--- config.mk ---
export PLATFORM = sky130hd
export DESIGN_NAME = scd_divider
export DESIGN_NICKNAME = d
export VERILOG_FILES = /design/src/scd_pkg.sv /design/src/scd_divider.sv
export SDC_FILE = /design/constraint.sdc
export NUM_CORES = 1
export LEC_CHECK = 0
export ABC_AREA = 1
export ABC_CLOCK_PERIOD_IN_PS = 2000
export BUFFER_PORTS_ARGS = -buffer_cell sky130_fd_sc_hd__buf_2
export CORE_AREA = 2 2 39 41
export DETAILED_ROUTE_END_ITERATION = 6
export DIE_AREA = 0 0 41 43
export GPL_TIMING_DRIVEN = 1
export PLACE_DENSITY = 0.6
export REMOVE_ABC_BUFFERS = 1
export SYNTH_ARGS = -nofsm -noshare
export SYNTH_HDL_FRONTEND = slang
export SYNTH_SLANG_ARGS = --single-unit
--- constraint.sdc ---
create_clock -name clk_sys -period 2 [get_ports clk_sys]
set_input_delay 0 -clock clk_sys [delete_from_list [all_inputs] [get_ports clk_sys]]
set_output_delay 0 -clock clk_sys [all_outputs]
set_load 0.05 [all_outputs]
--- src/scd_pkg.sv ---
// Shared constants for the synchronous 2/4/8 clock divider
package scd_pkg;

   // ------------------------------------------------------------
   // Divider geometry and reset values
   // ------------------------------------------------------------
   localparam int          DIV_W       = 3;
   localparam logic [2:0]  CNT_RST     = 3'h0;
   localparam int          BIT_HALF    = 0;
   localparam int          BIT_QUARTER = 1;
   localparam int          BIT_EIGHTH  = 2;

   // ------------------------------------------------------------
   // Pin synchroniser reset levels
   // ------------------------------------------------------------
   localparam logic        SYNC_RST    = 1'h0;
   localparam logic        CLR_RST     = 1'h1;
   localparam logic        HOLD_RST    = 1'h0;

   // ------------------------------------------------------------
   // Start-up sequence after a clear
   // ------------------------------------------------------------
   typedef enum logic [2:0] {
      SCD_CLEARED = 3'h1,
      SCD_ARMING  = 3'h2,
      SCD_RUNNING = 3'h4
   } scd_state_t;

endpackage

--- src/scd_divider.sv ---
// Synchronous divide-by-2/4/8 generator with falling-edge hold and master clear
//
// Notes on behaviour
// (RULE_01) Clear released, clock high: first rise counts.
// (RULE_02) Clear released, clock low: second rise counts.
// (RULE_03) Hold taken on next falling clock edge.
// (RULE_04) Held dividers keep state on every edge.
// (RULE_05) Hold release acts at next falling edge.
// (RULE_06) Resume at next count, phases kept intact.
// (RULE_07) Divide by 2,4,8; clear overrides hold.
`timescale 1ns/10ps
`default_nettype none

module scd_divider
(
   input  wire logic clk_sys,
   input  wire logic sys_rst,
   input  wire logic div_clk_in,
   input  wire logic divider_clear,
   input  wire logic run_hold,
   output logic      half_rate_out,
   output logic      quarter_rate_out,
   output logic      eighth_rate_out_a
);

   // ------------------------------------------------------------
   // Pin synchronisers
   // ------------------------------------------------------------
   logic                      clk_s1_r;
   logic                      clk_s2_r;
   logic                      clk_d_r;
   logic                      clr_s1_r;
   logic                      clr_s2_r;
   logic                      hold_s1_r;
   logic                      hold_s2_r;
   logic                      clk_s1_nxt;
   logic                      clk_s2_nxt;
   logic                      clk_d_nxt;
   logic                      clr_s1_nxt;
   logic                      clr_s2_nxt;
   logic                      hold_s1_nxt;
   logic                      hold_s2_nxt;
   logic                      clk_rise;
   logic                      clk_fall;

   // First stages feed only the second stages, so metastability stays contained
   always_comb
   begin
      clk_s1_nxt  = div_clk_in;
      clk_s2_nxt  = clk_s1_r;
      clk_d_nxt   = clk_s2_r;
      clr_s1_nxt  = divider_clear;
      clr_s2_nxt  = clr_s1_r;
      hold_s1_nxt = run_hold;
      hold_s2_nxt = hold_s1_r;
   end

   always_ff @(posedge clk_sys)
   begin
      if (sys_rst)
      begin
         clk_s1_r  <= scd_pkg::SYNC_RST;
         clk_s2_r  <= scd_pkg::SYNC_RST;
         clk_d_r   <= scd_pkg::SYNC_RST;
         clr_s1_r  <= scd_pkg::CLR_RST;
         clr_s2_r  <= scd_pkg::CLR_RST;
         hold_s1_r <= scd_pkg::HOLD_RST;
         hold_s2_r <= scd_pkg::HOLD_RST;
      end
      else
      begin
         clk_s1_r  <= clk_s1_nxt;
         clk_s2_r  <= clk_s2_nxt;
         clk_d_r   <= clk_d_nxt;
         clr_s1_r  <= clr_s1_nxt;
         clr_s2_r  <= clr_s2_nxt;
         hold_s1_r <= hold_s1_nxt;
         hold_s2_r <= hold_s2_nxt;
      end
   end

   // Edges of the clock to be divided, seen only from synchronised copies.
   // Limitation: each input level must last at least two system cycles,
   // otherwise a whole pulse can slip between samples and a count is lost.
   assign clk_rise = clk_s2_r & ~clk_d_r;
   assign clk_fall = ~clk_s2_r & clk_d_r;

   // ------------------------------------------------------------
   // Hold flop, sampled on the falling edge only
   // ------------------------------------------------------------
   logic                      freeze_r;
   logic                      freeze_nxt;

   // Sampling while the clock is low avoids a runt advance at the boundary.
   // Clear drops any pending freeze, so a cleared divider never starts out held.
   always_comb
   begin
      freeze_nxt = freeze_r;
      if (clr_s2_r)
      begin
         freeze_nxt = scd_pkg::HOLD_RST;             // [RULE_07]
      end
      else if (clk_fall)
      begin
         freeze_nxt = hold_s2_r;                     // [RULE_03] [RULE_05]
      end
   end

   always_ff @(posedge clk_sys)
   begin
      if (sys_rst)
      begin
         freeze_r <= scd_pkg::HOLD_RST;
      end
      else
      begin
         freeze_r <= freeze_nxt;
      end
   end

   // ------------------------------------------------------------
   // Start-up sequencing after clear
   // ------------------------------------------------------------
   scd_pkg::scd_state_t       st_r;
   scd_pkg::scd_state_t       st_nxt;

   // Released while high runs at once; released while low spends one rise arming.
   // Trade-off: the level is judged from the synchronised copy, so a release within
   // a cycle or two of an input edge is classed by the delayed level, never a runt.
   always_comb
   begin
      st_nxt = st_r;
      unique case (st_r)
         scd_pkg::SCD_CLEARED:
         begin
            if (!clr_s2_r)
            begin
               st_nxt = clk_s2_r ? scd_pkg::SCD_RUNNING   // [RULE_01]
                                 : scd_pkg::SCD_ARMING;   // [RULE_02]
            end
         end
         scd_pkg::SCD_ARMING:
         begin
            if (clr_s2_r)
            begin
               st_nxt = scd_pkg::SCD_CLEARED;
            end
            else if (clk_rise)
            begin
               st_nxt = scd_pkg::SCD_RUNNING;        // [RULE_02]
            end
         end
         scd_pkg::SCD_RUNNING:
         begin
            if (clr_s2_r)
            begin
               st_nxt = scd_pkg::SCD_CLEARED;
            end
         end
         default:
         begin
            st_nxt = scd_pkg::SCD_CLEARED;
         end
      endcase
   end

   always_ff @(posedge clk_sys)
   begin
      if (sys_rst)
      begin
         st_r <= scd_pkg::SCD_CLEARED;
      end
      else
      begin
         st_r <= st_nxt;
      end
   end

   // ------------------------------------------------------------
   // Divider chain
   // ------------------------------------------------------------
   logic [scd_pkg::DIV_W-1:0] cnt_r;
   logic [scd_pkg::DIV_W-1:0] cnt_nxt;

   // One binary count gives all three stages on a shared edge, so they stay aligned.
   // Hold only gates the increment; only clear reloads the count, so hold skips no state.
   always_comb
   begin
      cnt_nxt = cnt_r;
      if (clr_s2_r)
      begin
         cnt_nxt = scd_pkg::CNT_RST;                 // [RULE_07]
      end
      else if (clk_rise && (st_r == scd_pkg::SCD_RUNNING) && !freeze_r) // [RULE_04]
      begin
         cnt_nxt = cnt_r + 3'h1;                     // [RULE_06] [RULE_07]
      end
   end

   always_ff @(posedge clk_sys)
   begin
      if (sys_rst)
      begin
         cnt_r <= scd_pkg::CNT_RST;
      end
      else
      begin
         cnt_r <= cnt_nxt;
      end
   end

   // ------------------------------------------------------------
   // Outputs
   // ------------------------------------------------------------
   // Outputs are the counter flops themselves; no gate sits after them,
   // so all three divided clocks leave on the same system edge
   assign half_rate_out     = cnt_r[scd_pkg::BIT_HALF];
   assign quarter_rate_out  = cnt_r[scd_pkg::BIT_QUARTER];
   assign eighth_rate_out_a = cnt_r[scd_pkg::BIT_EIGHTH];

endmodule

`default_nettype wire

==> run summary, run 1 <==
outcome -> complete, no violations
Post-DP HPWL -> 685 µm
RSZ-0062 raised after global routing -> false
Placeable Area -> 0.00138 mm²
CP startpoint kind -> input pin
largest net degree at the start of global routing -> 10
Post-CTS Setup Inserts -> 0
ratio of cells with drive above 1 in the final layout -> 20.6%
DRC viols -> 0
CP arrival -> 1.32 ns
crit share post-route -> 57.7%
Final Critical Period -> 1.15 ns
commonest cells after routing, fill and taps aside -> nor2_1, dfxtp_1, nand2_1
initial antenna violation count -> 0
Setup Crit Path Kind -> input pin to flop
Antenna diodes -> 0
setup TNS -> 0 ns
placed inst area -> 631 µm²
PwrDens -> 954 mW/mm²
clock tree from TritonCTS -> done
number of synthesis warnings -> 0
Yosys cell types -> 15
Rel. slew slack -> 83.7%
H-tree depth -> 1
Area growth syn-to-layout -> 25.2%
Peak Freq -> 0.867 GHz
DR WL/cell -> 8.72 µm
max cap viols -> 0
final slew viol count -> 0
routed wire length -> 985 µm
Post-Syn Instances -> 81
gr ovfl total -> 0
first-pass GRT wire length -> 1.69 mm
initial core utilization -> 42.0%
Via density -> 4.58
maximum vdd drop -> 650 µV
Total GRT Usage -> 14.8%
PortBufs -> 7
worst hold margin -> 0.397 ns
Worst setup EP type -> flop
width of the chip -> 41 µm
vias in the first global route -> 453
Clock Sinks -> 14
Total Power -> 0.693 mW
final hold vios -> 0
cell row count -> 14
Max clock buf depth -> 2
CP required -> 2.17 ns
synthesized area -> 581 µm²
Reg clk slew, reported paths -> 0.09 ns
Die ar. -> 0.00176 mm²
CP Max Fanout -> 9
Placed Instances -> 103
Non-Filler Instances -> 113
commonest non-fill, non-tap cell in the layout -> nor2_1
routed via count -> 517
Root Buffer -> clkbuf_4
number of DRC markers in iteration 0 -> 7
Tightest Pin Transition -> 0.246 ns
final setup vio count -> 0
IO Pins -> 8
nets -> 104
Final Skew -> 0.0102 ns
gpl congestion -> 0.786
worst hold path class -> flop to flop
sequential-to-total area share from yosys stat -> 48.3%
Design Area, Final -> 727 µm²
Clk Latency, worst-skew pair -> 0.29 ns
TritonRoute pass-1 iters -> 4
Routed Antenna Nets -> 0
CTS buffer count -> 3
syn_area_per_cell -> 7.17 µm²
die height -> 43 µm
Leak Pwr -> 0.374 nW
register bit total from synthesis -> 14
-- timing repair --
action                                 CTS  global route
gates resized for setup                  0             0
endpoints found under the hold margin    6             0
hold buffers                             6             0
-- layout make-up --
cell class | count | area, µm²
well taps | 16 | 20.0
repair buffers | 13 | 95.1
multi-input cells | 52 | 243
clock buffers | 4 | 36.3
flip-flops and latches | 14 | 280
inverters | 14 | 52.6
fillers | 134 | 657
-- synthesized netlist by cell type --
cell type	n	area share, %
o21ai_1	1	0.86
inv_2	2	1.3
o21ai_0	1	0.86
nand3_1	8	6.9
inv_1	12	7.8
nor2_2	2	2.2
or2_2	2	2.2
a21oi_1	3	2.6
ha_1	1	2.2
nand2_2	3	3.2
nor2_1	17	11
buf_2	1	0.86
xor2_1	1	1.5
dfxtp_1	14	48
nand2_1	13	8.4
-- logic make-up after synthesis --
group                    Yosys count  share of synthesized area (%)
AO/OA/AOI/OAI                      5                           4.31
XOR/XNOR                           1                           1.51
adder cells (fa/ha/maj)            1                           2.15
buffers and inverters             15                           9.91
flip-flops                        14                           48.3
AND/OR/NAND/NOR                   45                           33.8
-- power by group --
group	total, mW	switching [mW]	internal (mW)	leakage (nW)
sequential	0.335	0.0286	0.306	0.115
combinational	0.151	0.0870	0.0640	0.238
clock	0.207	0.0966	0.111	0.0210
total	0.693	0.212	0.481	0.374
-- routing by layer --
layer	vias up	track usage (%)	routed length, µm
li1	276	-	-
met4	0	12.0	40
met5	-	0	0
met2	11	20.0	444
met3	5	4.71	39
met1	225	18.3	461
-- final timing paths --
path | startpoint | to | slack [ns] | depth (start not counted)
hold reg to reg | clk_s1_r | clk_d_nxt | 0.40 | 2
setup / recovery | sys_rst | clk_s1_r | 0.85 | 4
hold / removal | clk_s1_r | clk_d_nxt | 0.40 | 2
setup reg to reg | st_r[2] | st_r[2] | 0.97 | 6
-- registers in the layout, summed over array words and instances (netlist names) --
register and count:
st_r 3, clk_d_nxt 1, clk_s1_r 1, clr_s2_r 1
hold_s2_r 1, freeze_r 1, hold_s1_r 1, cnt_r 3
clk_d_r 1, clr_s1_r 1
-- critical path: stages --
cell and delay (ns):
dlygate4sd3_1 0.52, buf_2 0.18, nor2_1 0.07, dlygate4sd3_1 0.55
-- through the flow --
stage	worst slack (ns)	util [%]
floorplan	0.692	-
global placement	0.982	45.6
detailed placement	0.976	45.6
CTS	0.870	52.5
global route	0.800	52.5
finish	0.847	52.5
(Power assumes the default switching activity.)
==> run 2: changes to the inputs <==
--- a/config.mk
+++ b/config.mk
@@ -5,14 +5,14 @@
 export SDC_FILE = /design/constraint.sdc
 export NUM_CORES = 1
 export LEC_CHECK = 0
-export ABC_AREA = 1
-export ABC_CLOCK_PERIOD_IN_PS = 2000
+export ABC_AREA = 0
+export ABC_CLOCK_PERIOD_IN_PS = 1000
 export BUFFER_PORTS_ARGS = -buffer_cell sky130_fd_sc_hd__buf_2
 export CORE_AREA = 2 2 39 41
 export DETAILED_ROUTE_END_ITERATION = 6
 export DIE_AREA = 0 0 41 43
 export GPL_TIMING_DRIVEN = 1
-export PLACE_DENSITY = 0.6
+export PLACE_DENSITY = 0.59
 export REMOVE_ABC_BUFFERS = 1
 export SYNTH_ARGS = -nofsm -noshare
 export SYNTH_HDL_FRONTEND = slang
==> constraint.sdc (replaced) <==
create_clock -name clk_sys -period 1 [get_ports clk_sys]
set_input_delay 0 -clock clk_sys [delete_from_list [all_inputs] [get_ports clk_sys]]
set_output_delay 0 -clock clk_sys [all_outputs]
set_load 0.05 [all_outputs]
==> run summary, run 2 <==
sequential-to-total area share from yosys stat -> 52.5% (+4.2 points)
CP startpoint kind -> flop
initial core utilization -> 38.6% (-3.3 points)
setup TNS -> -0.600 ns (-0.600 ns)
Post-DP HPWL -> 671 µm (-2.0%)
Die ar. -> 0.00176 mm² (unchanged)
Reg clk slew, reported paths -> 0.08 ns (about the same)
outcome -> complete, but fails checks
CP arrival -> 1.49 ns (+0.17 ns)
Total Power -> 0.963 mW (+39%)
Final Skew -> 0.00249 ns (-0.00768 ns)
Leak Pwr -> 0.321 nW (-14%)
Rel. slew slack -> 80.0% (-3.7 points)
IO Pins -> 8 (unchanged)
EDFF count, synth -> 0 (unchanged)
Worst setup EP type -> flop
Clk Latency, worst-skew pair -> 0.27 ns (-0.02 ns)
clock tree from TritonCTS -> done
Tightest Pin Transition -> 0.298 ns (+0.0524 ns)
vias in the first global route -> 398 (-12%)
syn_area_per_cell -> 10.1 µm² (+41%)
registers with the most flip-flops -> cnt_r x3, st_r x3
register bit total from synthesis -> 14 (unchanged)
placed inst area -> 664 µm² (+5.4%)
cell row count -> 14 (unchanged)
gpl congestion -> 0.686 (-13%)
Via density -> 4.77 (+4.2%)
Filler Cell Count -> 129 (-3.7%)
met2 WL post-DR -> 499 µm (+12%)
crit share post-route -> 127%
ratio of cells with drive above 1 in the final layout -> 53.8% (+33 points)
width of the chip -> 41 µm (unchanged)
H-tree depth -> 1 (unchanged)
most common cell in the synthesized netlist -> dfxtp_1
final slew viol count -> 0 (unchanged)
Design Area, Final -> 850 µm² (+17%)
maximum vdd drop -> 834 µV (+28%)
PortBufs -> 7 (unchanged)
Final Critical Period -> 1.27 ns
Antenna diodes -> 0 (unchanged)
nets -> 86 (-17%)
commonest cells after routing, fill and taps aside -> dfxtp_1, dfxtp_2, buf_6
number of synthesis warnings -> 0 (unchanged)
Routed Antenna Nets -> 0 (unchanged)
leading register cell type out of synthesis -> dfxtp_1
Placeable Area -> 0.00138 mm² (unchanged)
Async SR Flop Fraction -> 0% (unchanged)
CP Max Fanout -> 2 (-7)
initial antenna violation count -> 0 (unchanged)
gr ovfl total -> 0 (unchanged)
die height -> 43 µm (unchanged)
final setup vio count -> 4 (+4)
Synth area leaders -> dfxtp_1, nor2b_1, mux2i_1
commonest non-fill, non-tap cell in the layout -> dfxtp_1
cell taking the most area after synthesis -> dfxtp_1
WL met1 -> 488 µm (+5.9%)
Yosys cell types -> 24 (+9)
top sig layer -> met4
Peak Freq -> 0.787 GHz
number of DRC markers in iteration 0 -> 1 (-6)
CP required -> 1.22 ns (-0.95 ns)
TritonRoute pass-1 iters -> 2 (-2)
max cap viols -> 0 (unchanged)
PwrDens -> 1130 mW/mm² (+19%)
most frequent cells after synthesis -> dfxtp_1, nor2b_1, nor2_1
DR WL/cell -> 11.0 µm (+26%)
Root Buffer -> clkbuf_4
routed wire length -> 1.03 mm (+5.0%)
CTS buffer count -> 3 (unchanged)
Synth top area share -> 52.5% (+4.2 points)
synthesized area -> 534 µm² (-8.0%)
Max clock buf depth -> 2 (unchanged)
violated checks -> negative setup slack
largest net degree at the start of global routing -> 10 (unchanged)
first-pass GRT wire length -> 1.49 mm (-12%)
Total GRT Usage -> 12.8% (-2.1 points)
Area growth syn-to-layout -> 59.0%
Setup Crit Path Kind -> flop to flop
final hold vios -> 0 (unchanged)
DRC viols -> 0 (unchanged)
met3 WL -> 31 µm (-21%)
Clock Sinks -> 14 (unchanged)
routed via count -> 448 (-13%)
worst hold path class -> flop to flop
Post-Syn Instances -> 53 (-35%)
Reg2Reg Setup Slack -> -0.27 ns (-1.24 ns)
final setup margin -> -0.270 ns (-1.12 ns)
RSZ-0062 raised after global routing -> true
[run 2: layout make-up]
class	instances	area, µm²	share of cell area (%)
clock buffers	3	22.5	2.65
well taps	16	20.0	2.36
repair buffers	22	185	21.8
flip-flops and latches	14	292	34.3
inverters	2	11.3	1.33
multi-input cells	37	319	37.6
[run 2: layer usage]
layer,vias up,global-route usage (%)
met4,0,6.00
met3,2,4.71
met2,9,18.1
met5,-,0
li1,237,-
met1,200,16.5
[run 2: logic make-up (layout without fill, tap and decap cells)]
group / count (synthesis) / in the layout / synth area share (%)
buffers and inverters: 2 / 27 / 1.64
DFF: 14 / 14 / 52.5
and+or+nand+nor: 26 / 26 / 30.2
AOI/OAI and AO/OA: 7 / 7 / 7.96
muxes: 2 / 2 / 3.75
xor gates and xnor gates: 1 / 1 / 1.64
adders and majority gates: 1 / 1 / 2.34
[run 2: worst paths after layout]
kind / start / to / depth (start not counted)
max: cnt_r[0] / cnt_r[2] / 4
min: clr_s1_r / clr_s2_r / 1
max reg2reg: cnt_r[0] / cnt_r[2] / 4
min reg2reg: clr_s1_r / clr_s2_r / 1
[run 2: stage by stage]
| step | hold slack (ns) | setup slack [ns] | cells | util (%) |
|---|---|---|---|---|
| floorplan | 0.0716 | -0.657 | 53 | - |
| global placement | 0.184 | -0.247 | 86 | 48.0 |
| detailed placement | 0.187 | -0.312 | 86 | 48.0 |
| CTS | 0.415 | -0.271 | 94 | 54.1 |
| global route | 0.435 | -0.313 | 94 | 61.4 |
| finish | 0.414 | -0.270 | 94 | 61.4 |
[run 2: worst max-delay path, stage by stage (launching register included)]
cell,delay [ns]
dfxtp_2,0.36
ha_4,0.14
clkinvlp_4,0.07
or4_4,0.51
a21oi_2,0.14
[run 2: report_power, final]
group	switching, mW	internal, mW	total [mW]
registers	0.00650	0.570	0.576
logic	0.0300	0.0478	0.0777
clock network	0.169	0.140	0.309
total	0.206	0.757	0.963
[run 2: what timing repair did]
item / 4_1_cts / 5_1_grt
resized for setup: 7 / 24
hold buffers: 4 / 0
pin swaps: 4 / 6
setup endpoints to repair: 4 / 8
buffers inserted: 1 / 0
endpoints found under the hold margin: 6 / 0
==> run 3: changes to the inputs <==
--- a/config.mk
+++ b/config.mk
@@ -7,7 +7,7 @@
 export LEC_CHECK = 0
 export ABC_AREA = 0
 export ABC_CLOCK_PERIOD_IN_PS = 1000
-export BUFFER_PORTS_ARGS = -buffer_cell sky130_fd_sc_hd__buf_2
+export BUFFER_PORTS_ARGS = -buffer_cell sky130_fd_sc_hd__buf_4
 export CORE_AREA = 2 2 39 41
 export DETAILED_ROUTE_END_ITERATION = 6
 export DIE_AREA = 0 0 41 43
==> run summary, run 3 (same netlist as run 2, synthesis figures left out) <==
crit share post-route -> 126% (-1.1 points)
gpl congestion -> 0.709 (+3.4%)
Int Power -> 0.763 mW (+0.76%)
setup TNS -> -0.457 ns (+0.143 ns)
Antenna diodes -> 0 (unchanged)
worst hold margin -> 0.413 ns (-0.00154 ns)
IO Pins -> 8 (unchanged)
ratio of cells with drive above 1 in the final layout -> 51.9% (-1.9 points)
Psw -> 0.206 mW (about the same)
registers with the most flip-flops -> cnt_r x3, st_r x3
Final Critical Period -> 1.26 ns (-0.0112 ns)
Total GRT Usage -> 15.6% (+2.9 points)
Placeable Area -> 0.00138 mm² (unchanged)
number of DRC markers in iteration 0 -> 3 (+2)
Place WS -> -0.288 ns (+0.0243 ns)
Die ar. -> 0.00176 mm² (unchanged)
vias in the first global route -> 463 (+16%)
CP startpoint kind -> flop
placed inst area -> 689 µm² (+3.8%)
Area growth syn-to-layout -> 59.3%
CP arrival -> 1.47 ns (-0.02 ns)
first-pass GRT wire length -> 1.84 mm (+24%)
Post-DP HPWL -> 714 µm (+6.4%)
maximum vdd drop -> 798 µV (-4.3%)
DRC viols -> 0 (unchanged)
Reg clk slew, reported paths -> 0.07 ns (about the same)
CP Max Fanout -> 2 (unchanged)
Worst setup EP type -> flop
Via density -> 4.96 (+4.0%)
commonest non-fill, non-tap cell in the layout -> buf_4
final hold vios -> 0 (unchanged)
nets -> 87 (+1.2%)
Design Area, Final -> 851 µm² (+0.15%)
clock tree from TritonCTS -> done
TritonRoute pass-1 iters -> 3 (+1)
max cap viols -> 0 (unchanged)
clock power share -> 31.8% (-0.3 points)
H-tree depth -> 1 (unchanged)
Sw Ratio -> 21.2% (-0.13 points)
Root Buffer -> clkbuf_4
initial antenna violation count -> 0 (unchanged)
outcome -> complete, but fails checks
Leak Pwr -> 0.323 nW (+0.42%)
PortBufs -> 7 (unchanged)
Clk Latency, worst-skew pair -> 0.27 ns (about the same)
CTS buffer count -> 3 (unchanged)
Routed Antenna Nets -> 0 (unchanged)
die height -> 43 µm (unchanged)
largest net degree at the start of global routing -> 10 (unchanged)
DR WL/cell -> 11.7 µm (+6.1%)
routed wire length -> 1.11 mm (+7.3%)
commonest cells after routing, fill and taps aside -> buf_4, dfxtp_1, dfxtp_2
RSZ-0062 raised after global routing -> true
violated checks -> negative setup slack
Comb pwr share -> 8.4% (+0.3 points)
worst hold path class -> flop to flop
width of the chip -> 41 µm (unchanged)
routed via count -> 471 (+5.1%)
Rel. slew slack -> 87.3% (+7.3 points)
gr ovfl total -> 0 (unchanged)
initial core utilization -> 38.6% (unchanged)
cell row count -> 14 (unchanged)
final slew viol count -> 0 (unchanged)
Clock Sinks -> 14 (unchanged)
Peak Freq -> 0.794 GHz (+0.89%)
CP required -> 1.21 ns (about the same)
final setup vio count -> 4 (unchanged)
Tightest Pin Transition -> 0.189 ns (-0.109 ns)
PwrDens -> 1140 mW/mm² (+0.45%)
final setup margin -> -0.259 ns (+0.0112 ns)
Max clock buf depth -> 2 (unchanged)
Setup Crit Path Kind -> flop to flop
Final Skew -> 0.00509 ns (+0.00260 ns)
Total Power -> 0.969 mW (+0.59%)
Flop pwr share -> 59.8% (about the same)
==> run 3: cell count changes in the layout (fill, tap and decap cells not counted), sizes merged <==
cell    previous run  this run
clkbuf             5         3
buf               16        19
==> run 3: layer usage <==
metal | global-route usage (%) | up-vias | share of wire, %
met5 | 0 | - | 0
met4 | 6.00 | 0 | 1.2
met3 | 4.71 | 2 | 3.4
met2 | 25.0 | 9 | 53
met1 | 18.6 | 220 | 42
li1 | - | 240 | -
==> run 3: area by class of cell <==
class / count / area [µm²]
inverters: 2 / 11.3
well taps: 16 / 20.0
flip-flops and latches: 14 / 288
multi-input cells: 37 / 312
clock buffers: 3 / 22.5
repair buffers: 23 / 198
fillers: 130 / 533
==> run 3: power by group through the flow <==
stage	logic, mW	clock network [mW]	registers [mW]
final	0.0812	0.308	0.579
after CTS	0.0699	0.315	0.577
after floorplan	0.0251	0	0.592
after detailed placement	0.0573	0	0.589
after global placement	0.0560	0	0.589
after global routing	0.0896	0.335	0.581
==> run 3: critical path: stages (launching register included) <==
cell        delay [ns]
dfxtp_2           0.35
ha_4              0.15
clkinvlp_4        0.07
or4_1             0.50
a21oi_1           0.12
==> run 3: worst paths after layout <==
kind	startpoint	cells after the start	slack (ns)	endpoint
max	cnt_r[0]	4	-0.26	cnt_r[2]
min	clr_s1_r	1	0.41	clr_s2_r
max reg2reg	cnt_r[0]	4	-0.26	cnt_r[2]
min reg2reg	clr_s1_r	1	0.41	clr_s2_r
==> run 3: stage by stage <==
step | utilization [%] | cells
2_1_floorplan | - | 53
3_3_place_gp | 49.8 | 87
3_5_place_dp | 49.8 | 87
4_1_cts | 55.9 | 94
5_1_grt | 61.5 | 95
6_report | 61.5 | 95
==> run 3: repair_timing <==
action / CTS / global route
setup endpoints to repair: 4 / 6
pin swaps: 2 / 3
resized for setup: 7 / 17
cloned: 0 / 0
buffers inserted: 0 / 1
hold buffers: 4 / 0
endpoints found under the hold margin: 7 / 0
